File: config.mk
export PLATFORM = sky130hd
export DESIGN_NAME = pcs_regs
export DESIGN_NICKNAME = d
export VERILOG_FILES = /design/src/include/pcs_pkg.sv /design/src/pcs_pin_sync.sv /design/src/pcs_regs.sv
export SDC_FILE = /design/constraint.sdc
export NUM_CORES = 1
export LEC_CHECK = 0
export ABC_AREA = 1
export CORE_ASPECT_RATIO = 0.75
export CORE_MARGIN = 5
export CORE_UTILIZATION = 50
export DETAILED_ROUTE_END_ITERATION = 12
export DONT_BUFFER_PORTS = 1
export PLACE_DENSITY = 0.68
export SLEW_MARGIN = 0
export SYNTH_ARGS = -nofsm -noshare
export SYNTH_HDL_FRONTEND = slang
export SYNTH_SLANG_ARGS = --single-unit
File: constraint.sdc
create_clock -name ref_clk -period 1.65 [get_ports ref_clk]
set_input_delay 0.33 -clock ref_clk [delete_from_list [all_inputs] [get_ports ref_clk]]
set_output_delay 0.33 -clock ref_clk [all_outputs]
set_load 0.005 [all_outputs]
File: src/include/pcs_pkg.sv
// constants and carriers for the management control/status register pair
// Notes on behaviour
// with negotiation disabled, a write setting the restart bit is ignored.
// negotiation enabled: restart bit restarts it, then self-clears once it begins; code ignores the write in hardware mode.
// hardware mode: duplex bit ignored, duplex strap sets mode, status shows it.
// software mode, negotiation on: duplex taken from negotiated result.
// software mode, negotiation off: duplex bit zero half, one full.
// in loopback the duplex bit has no effect on operation.
// collision test bit zero (default): collision output does not follow transmit enable.
// collision test bit one: collision follows transmit enable, even in loopback.
// collision rises within 512 bit times, falls within 4 bit times.
// reserved control bits 6..0 always read zero.
// station writes default values into all reserved bits on every write.
// status register is 16 bits at management address 0x01.
// any reset loads every status bit with its default.
// four-pair 100 Mb ability bit is fixed at zero.
// 100 Mb full-duplex ability resets to one and is override-writable.
// override-writable bits accept writes only while override enable is one.
// preamble suppression bit resets to zero; one means no preamble needed.
// negotiation-complete bit is latching-high.
// remote-fault bit is latching-high.
// latched remote fault clears on a read of either register holding it.
// negotiation-ability and extended-capability bits always read one.
// link-status bit is latching-low: one valid, zero invalid.
// latched bits hold until read, then follow live; jabber is latching-high.
package pcs_pkg;

  localparam logic [4:0]  CTRL_ADDR       = 5'h00;
  localparam logic [4:0]  STATUS_ADDR     = 5'h01;
  localparam logic [4:0]  DETAIL_ADDR     = 5'h11;

  // control register field positions
  localparam int          CTRL_RESTART    = 9;
  localparam int          CTRL_DUPLEX     = 8;
  localparam int          CTRL_COLTEST    = 7;
  localparam logic [15:0] CTRL_LOW_RESET  = 16'h0000;

  // status register field positions
  localparam int          ST_T4           = 15;
  localparam int          ST_ABIL_HI      = 14;
  localparam int          ST_ABIL_LO      = 6;
  localparam int          ST_AN_DONE      = 5;
  localparam int          ST_RFAULT       = 4;
  localparam int          ST_AN_ABLE      = 3;
  localparam int          ST_LINK         = 2;
  localparam int          ST_JABBER       = 1;
  localparam int          ST_EXT_CAP      = 0;
  localparam logic [15:0] STATUS_RESET    = 16'h7809;
  localparam logic [8:0]  ABIL_RESET      = 9'h1E0;

  // collision test timing
  localparam int          CLK_PERIOD_PS   = 5000;
  localparam int          BIT_TIME_PS     = 10000;
  localparam int          COL_RISE_BT     = 512;
  localparam int          COL_FALL_BT     = 4;
  localparam int          COL_RISE_CYC    =
    COL_RISE_BT * BIT_TIME_PS / CLK_PERIOD_PS;
  localparam int          COL_FALL_CYC    =
    COL_FALL_BT * BIT_TIME_PS / CLK_PERIOD_PS;
  localparam int          SYNC_STAGES     = 3;

  typedef struct packed {
    logic        rd;
    logic        wr;
    logic [4:0]  addr;
    logic [15:0] wdata;
  } pcs_reg_req_s;

  typedef struct packed {
    logic        an_done;
    logic        remote_fault;
    logic        link_ok;
    logic        jabber;
  } pcs_live_s;

endpackage

File: src/pcs_pin_sync.sv
// three-stage pin synchroniser with agreement filter
module pcs_pin_sync (
  input  wire logic ref_clk,
  input  wire logic sys_rst,
  input  wire logic pin,
  output logic      level
);
  import pcs_pkg::*;

  logic [SYNC_STAGES-1:0] stage;
  logic [SYNC_STAGES-1:0] next_stage;
  logic                   next_level;

  // stage[0] feeds only stage[1]; the filter looks at stages 1 and 2
  always_comb begin
    next_stage = {stage[SYNC_STAGES-2:0], pin};
    next_level = level;
    if (stage[1] == stage[2]) begin
      next_level = stage[1];
    end
  end

  always_ff @(posedge ref_clk or posedge sys_rst) begin
    if (sys_rst) begin
      stage <= '0;
      level <= 1'b0;
    end else begin
      stage <= next_stage;
      level <= next_level;
    end
  end

endmodule

File: src/pcs_regs.sv
// control low bits and status register of the management register set
module pcs_regs (
  input  wire logic                  ref_clk,
  input  wire logic                  sys_rst,
  input  wire pcs_pkg::pcs_reg_req_s mgmt,
  output logic [15:0]                rd_data,
  input  wire logic                  config_source_strap,
  input  wire logic                  duplex_strap_pin,
  input  wire logic                  an_enable,
  input  wire logic                  loopback,
  input  wire logic [5:0]            ctrl_upper,
  input  wire logic                  ovr_write_en,
  input  wire pcs_pkg::pcs_live_s    live,
  input  wire logic                  an_duplex,
  input  wire logic                  an_started,
  input  wire logic                  txen,
  input  wire logic                  media_col,
  output logic                       col,
  output logic                       an_restart,
  output logic                       full_duplex,
  output logic                       remote_fault_latched,
  output logic                       link_status_latched
);
  import pcs_pkg::*;

  logic        sw_mode;
  logic        dpx_pin;
  logic        txen_s;

  pcs_pin_sync u_sync_mode (
    .ref_clk (ref_clk),
    .sys_rst (sys_rst),
    .pin     (config_source_strap),
    .level   (sw_mode)
  );

  pcs_pin_sync u_sync_dpx (
    .ref_clk (ref_clk),
    .sys_rst (sys_rst),
    .pin     (duplex_strap_pin),
    .level   (dpx_pin)
  );

  // four cycles of sync stays well inside the 8-cycle fall limit
  pcs_pin_sync u_sync_txen (
    .ref_clk (ref_clk),
    .sys_rst (sys_rst),
    .pin     (txen),
    .level   (txen_s)
  );

  // ---------------- control bits ----------------
  logic        restart_bit;
  logic        duplex_bit;
  logic        coltest_bit;
  logic        next_restart_bit;
  logic        next_duplex_bit;
  logic        next_coltest_bit;
  logic        next_an_restart;
  logic        wr_ctrl;
  logic        an_allowed;

  always_comb begin
    wr_ctrl          = mgmt.wr && (mgmt.addr == CTRL_ADDR);
    an_allowed       = sw_mode && an_enable;
    next_restart_bit = restart_bit;
    next_duplex_bit  = duplex_bit;
    next_coltest_bit = coltest_bit;
    next_an_restart  = 1'b0;
    if (an_started) begin
      next_restart_bit = 1'b0;
    end
    if (wr_ctrl) begin
      next_duplex_bit  = mgmt.wdata[CTRL_DUPLEX];
      next_coltest_bit = mgmt.wdata[CTRL_COLTEST];
      // a write of one with negotiation off is dropped
      if (mgmt.wdata[CTRL_RESTART] && an_allowed) begin
        next_restart_bit = 1'b1;
        next_an_restart  = 1'b1;
      end
    end
  end

  always_ff @(posedge ref_clk or posedge sys_rst) begin
    if (sys_rst) begin
      restart_bit <= CTRL_LOW_RESET[CTRL_RESTART];
      duplex_bit  <= CTRL_LOW_RESET[CTRL_DUPLEX];
      coltest_bit <= CTRL_LOW_RESET[CTRL_COLTEST];
      an_restart  <= 1'b0;
    end else begin
      restart_bit <= next_restart_bit;
      duplex_bit  <= next_duplex_bit;
      coltest_bit <= next_coltest_bit;
      an_restart  <= next_an_restart;
    end
  end

  // ---------------- duplex and collision ----------------
  logic next_full_duplex;
  logic next_col;

  always_comb begin
    if (!sw_mode) begin
      next_full_duplex = dpx_pin;
    end else if (an_enable) begin
      next_full_duplex = an_duplex;
    end else if (loopback) begin
      // loopback holds half duplex whatever the bit says
      next_full_duplex = 1'b0;
    end else begin
      next_full_duplex = duplex_bit;
    end
    if (coltest_bit) begin
      next_col = txen_s;
    end else begin
      // media collision is masked in loopback
      next_col = media_col && !loopback;
    end
  end

  always_ff @(posedge ref_clk or posedge sys_rst) begin
    if (sys_rst) begin
      full_duplex <= 1'b0;
      col         <= 1'b0;
    end else begin
      full_duplex <= next_full_duplex;
      col         <= next_col;
    end
  end

  // ---------------- status bits ----------------
  logic [8:0]  abil;
  logic        an_done_l;
  logic        rfault_l;
  logic        link_l;
  logic        jabber_l;
  logic [8:0]  next_abil;
  logic        next_an_done_l;
  logic        next_rfault_l;
  logic        next_link_l;
  logic        next_jabber_l;
  logic        rd_status;
  logic        rd_detail;
  logic        wr_status;
  logic        an_done_live;
  logic [15:0] status_word;
  logic [15:0] ctrl_word;
  logic [15:0] next_rd_data;

  always_comb begin
    rd_status    = mgmt.rd && (mgmt.addr == STATUS_ADDR);
    rd_detail    = mgmt.rd && (mgmt.addr == DETAIL_ADDR);
    wr_status    = mgmt.wr && (mgmt.addr == STATUS_ADDR);
    an_done_live = live.an_done && an_enable;
    next_abil    = abil;
    if (wr_status && ovr_write_en) begin
      next_abil = mgmt.wdata[ST_ABIL_HI:ST_ABIL_LO];
    end
    // live event wins over the clear caused by a read
    next_an_done_l = an_done_live || (an_done_l && !rd_status);
    next_rfault_l  = live.remote_fault ||
                     (rfault_l && !(rd_status || rd_detail));
    next_jabber_l  = live.jabber || (jabber_l && !rd_status);
    // a drop wins: link reads low until read after recovery
    next_link_l    = live.link_ok && (link_l || rd_status);
  end

  always_ff @(posedge ref_clk or posedge sys_rst) begin
    if (sys_rst) begin
      abil      <= ABIL_RESET;
      an_done_l <= STATUS_RESET[ST_AN_DONE];
      rfault_l  <= STATUS_RESET[ST_RFAULT];
      link_l    <= STATUS_RESET[ST_LINK];
      jabber_l  <= STATUS_RESET[ST_JABBER];
    end else begin
      abil      <= next_abil;
      an_done_l <= next_an_done_l;
      rfault_l  <= next_rfault_l;
      link_l    <= next_link_l;
      jabber_l  <= next_jabber_l;
    end
  end

  // ---------------- read data ----------------
  always_comb begin
    status_word                          = 16'h0000;
    status_word[ST_T4]                   = 1'b0;
    status_word[ST_ABIL_HI:ST_ABIL_LO]   = abil;
    status_word[ST_AN_DONE]              = an_done_l;
    status_word[ST_RFAULT]               = rfault_l;
    status_word[ST_AN_ABLE]              = 1'b1;
    status_word[ST_LINK]                 = link_l;
    status_word[ST_JABBER]               = jabber_l;
    status_word[ST_EXT_CAP]              = 1'b1;
    ctrl_word                            = 16'h0000;
    ctrl_word[15:10]                     = ctrl_upper;
    ctrl_word[CTRL_RESTART]              = restart_bit;
    ctrl_word[CTRL_DUPLEX]               = duplex_bit;
    ctrl_word[CTRL_COLTEST]              = coltest_bit;
    next_rd_data = rd_data;
    if (mgmt.rd) begin
      unique case (mgmt.addr)
        CTRL_ADDR:   next_rd_data = ctrl_word;
        STATUS_ADDR: next_rd_data = status_word;
        default:     next_rd_data = 16'h0000;
      endcase
    end
  end

  always_ff @(posedge ref_clk or posedge sys_rst) begin
    if (sys_rst) begin
      rd_data <= 16'h0000;
    end else begin
      rd_data <= next_rd_data;
    end
  end

  // shared with the detailed-status register built elsewhere
  assign remote_fault_latched = rfault_l;
  assign link_status_latched  = link_l;

endmodule

# Word level (Yosys, flattened, before mapping)
# Cells that the tools add are included.
# totals
ff_bits	47
latchBits	0
ramBits	0
mem_bits_ro	0
word_cells	55
mem_count	0
# op_classes
n_addsub	0
mul	0
div	0
n_lt_le_gt_ge	0
eq_ne	5
n_shift	0
mux	10
bitwise_logic	0
reduce_logical	22
# ops
op	count
one-hot mux 16 bit (2 select lines)	1
logical AND 1 bit	13
two-way mux 1 bit	9
equality test 5 x 1 -> 1 bit (second input constant)	1
equality test 5 bit (second input constant)	1
logical NOT 5 bit	1
logical OR 1 bit	5
equality test 1 bit	3
logical NOT 1 bit	3

# Depth between registers and ports, before layout
# logic_depth
ltp_word	6
mapped_depth	7

# Hierarchy
# From an unflattened synthesis, not the netlist that was laid out.
# hier_totals
hier_cells	212
area_unflattened_um2	1908.1
# modules_own_cells
module	n_inst	cells_each	area_per_inst_um2
pcs_regs	1	185	1547.7
pcs_pin_sync	3	9	120.1

# Worst setup path after synthesis
# Ideal clock, no wire load.
# synth_timing
path_kind	input port to flip-flop
startpoint	input port mgmt[19] in the netlist's numbering
endpoint	register abil[1]
setup_ns	0.116
arrival_time_ns	0.878
t_required_ns	1.534
path_slack_ns	0.656
stages	6
n_path_buf	0
path_cell_list	nor2_4 nand2_4 clkinv_4 nand2_4 nand2_1 nand2_1
# synth_between
elab_chain_len	3
# synth_lines
element	line_no	text
from (decl)	pcs_regs.sv:5	input wire pcs_pkg::pcs_reg_req_s mgmt,
equality test 5 x 1 -> 1 bit	pcs_regs.sv:153	wr_status = mgmt.wr && (mgmt.addr == STATUS_ADDR);
logical AND 1 bit	pcs_regs.sv:153	
logical AND 1 bit	pcs_regs.sv:156	if (wr_status && ovr_write_en) begin
to (signal assigned)	pcs_regs.sv:176	abil <= next_abil;
to (decl)	pcs_regs.sv:132	logic [8:0] abil;
# Every way passes these cells.
# A chain may end at the register's enable or synchronous reset.

==> flow_summary.json <==
{
  "syn_inst": 201,
  "layout_common_cells": "58 x nand2_1, 42 x dfrtp_1, 26 x nor2_1",
  "worst_clock_skew_ns": 0.00686,
  "cts_tree": "done",
  "grt_overflow": 0,
  "die_x_um": 81.5,
  "cp-end-kind": "output pin",
  "row_count": 19,
  "layout_min_cycle_time_ns": 1.05,
  "cp_num_cells": 0,
  "r2r_cells": 1,
  "boundaryPins": 65,
  "antenna_found_initial": 0,
  "slew_violations": 0,
  "grt_pass1_vias": 1241,
  "root_buffer": "clkbuf_8",
  "syn_nets": 245,
  "cp.required_ns": 1.32,
  "synth-edff-count": 0,
  "status": "complete, no violations",
  "vias": 1263,
  "nets": 250,
  "cts.repair.resized": 0,
  "hold_violations": 0,
  "cts_inserted_buffers": 5,
  "fmax_mhz": 949,
  "drt_wl_total_um": 3680,
  "via_per_inst": 4.88,
  "post_drt_wl_per_cell_um": 14.2,
  "switching_share_pct": 20.8,
  "finalSetupViolCount": 0,
  "num-fill-cells": 319,
  "ys_types": 24,
  "period_share_pct": 63.9,
  "register_area_um2": 1160,
  "design.core.area_um2": 3680,
  "ys_seq_elements": 46,
  "cp_data_arrival_time_ns": 0.72,
  "clockBufferDepth": 2,
  "grt_pass1_wl_um": 6130,
  "hpwlAfterDp_um": 2770,
  "ant_nets": 0,
  "p_int_mw": 1.90,
  "postCtsSetupBuffers": 0,
  "synth-async-reset-ratio_pct": 100,
  "crit_fanout": 3,
  "gp_congestion": 0.737,
  "seqPwrFrac_pct": 52.2,
  "timing.slew.headroom_pct": 72.6,
  "p_comb_share_pct": 5.6,
  "syn_area_per_cell_um2": 9.52,
  "portBuffers": 0,
  "cts-hold-fix-buffers": 1,
  "utilization_pct": 57.6,
  "hp-start": "config_source_strap",
  "worst_hold_path.num_cells": 0,
  "startpoint_type": "flip-flop",
  "hold_end": "u_sync_mode.stage[0]",
  "worstSkewPairLatency_ns": 0.30,
  "setup_tns_ns": 0,
  "drt_pass1_iterations": 4,
  "worst_r2r_endpoint": "u_sync_mode.level",
  "h-tree-depth": 2,
  "worst_pin_slew_ns": 0.412,
  "syn-cell-area_um2": 1910,
  "dpl_cell_area_um2": 1970,
  "n_antenna_cell": 0,
  "power.density_nw_per_um2": 1130,
  "min_path_type": "in -> reg",
  "final_area_um2": 2120,
  "p_sw_uw": 499,
  "start_util_pct": 52.0,
  "drc": 0,
  "rsz0062_at_grt": "no",
  "dr.first_iter.drc_count": 58,
  "die_area_um2": 5180,
  "fp.dieH_um": 63.6,
  "critPathLaunch": "rd_data[3]",
  "ys.flop_type": "dfrtp_1",
  "multi_input_area_um2": 633,
  "grt_max_degree": 31,
  "track_usage_pct": 16.1,
  "syn2layout_area_growth_pct": 10.8,
  "cap_violations": 0,
  "r2r_slack_ns": 0.77,
  "clkPwrFrac_pct": 42.2,
  "dp_cells": 250,
  "vdd_ir_drop_max_v": 0.000680,
  "final_common_cell": "nand2_1",
  "cts.reportedPaths.clkPinSlew_ns": 0.08,
  "synth-seq-area-share_pct": 60.4,
  "drive_above_1_share_pct": 13.5,
  "r2r-start": "u_sync_mode.level",
  "yosys_warnings": 0,
  "final_cells": 259,
  "cellLeakagePower_nw": 1.08,
  "holdWs_ns": 0.0571,
  "cts.sinks": 46,
  "path_class": "reg -> out"
}
==> registers in the layout, indices dropped and copies added, names as in the netlist <==
signal	count
rd_data	15
abil	9
u_sync_dpx.stage	3
u_sync_mode.stage	3
u_sync_txen.stage	3
an_done_l	1
an_restart	1
col	1
coltest_bit	1
duplex_bit	1
full_duplex	1
jabber_l	1
link_status_latched	1
remote_fault_latched	1
restart_bit	1
u_sync_dpx.level	1
u_sync_mode.level	1
u_sync_txen.level	1
==> worst max-delay path by stage <==
stage,to,slack [ns]
floorplan,abil[0],0.24
global route,abil[6],0.54
global placement,abil[2],0.50
CTS,rd_data[0],0.59
detailed placement,abil[3],0.49
finish,rd_data[0],0.60
==> area by class of cell <==
type	instances	area share, %
repair buffers	3	1.77
multi-input cells	128	29.8
clock inverters	2	2.83
clock buffers	6	3.89
inverters	22	4.13
flip-flops and latches	46	54.5
well taps	52	3.07
==> cells by family (layout without fill, tap and decap cells) <==
family / after synthesis / in the layout / synth area share [%]
AND/OR/NAND/NOR: 114 / 114 / 28.3
AO/OA/AOI/OAI: 11 / 11 / 3.20
adder cells (fa/ha/maj): 3 / 3 / 1.57
buffers and inverters: 27 / 33 / 6.54
flip-flops: 46 / 46 / 60.4
==> per-stage QoR <==
stage,worst slack (ns),power [mW]
floorplan,0.239,1.38
global placement,0.505,1.40
detailed placement,0.488,1.41
CTS,0.587,2.43
global route,0.541,2.51
finish,0.596,2.40
==> cells in the mapped netlist (2+ instances only) <==
library cell / number / share of area (%)
buf_4: 5 / 2.0
dfrtp_1: 42 / 55
dfstp_2: 4 / 5.5
inv_1: 18 / 3.5
inv_2: 3 / 0.59
maj3_1: 3 / 1.6
nand2_1: 58 / 11
nand2_4: 2 / 1.2
nand3_1: 18 / 4.7
nor2_1: 26 / 5.1
nor2_2: 2 / 0.65
nor2_4: 2 / 1.2
o21ai_0: 7 / 1.8
==> power groups by stage <==
stage,sequential (mW),clock [mW],combinational [mW]
6_report,1.25,1.01,0.136
4_1_cts,1.25,1.04,0.140
3_5_place_dp,1.28,0,0.138
3_3_place_gp,1.27,0,0.131
2_1_floorplan,1.26,0,0.119
5_1_grt,1.26,1.09,0.160
==> per-layer routing <==
metal / wire length, um / share of wire (%) / track usage [%] / up-vias
li1: - / - / - / 633
met2: 1640 / 44 / 21.8 / 50
met1: 1550 / 42 / 21.6 / 575
met4: 44 / 1.2 / 4.43 / 0
met3: 449 / 12 / 9.26 / 5
met5: 0 / 0 / 0 / -
(Power assumes the default switching activity.)
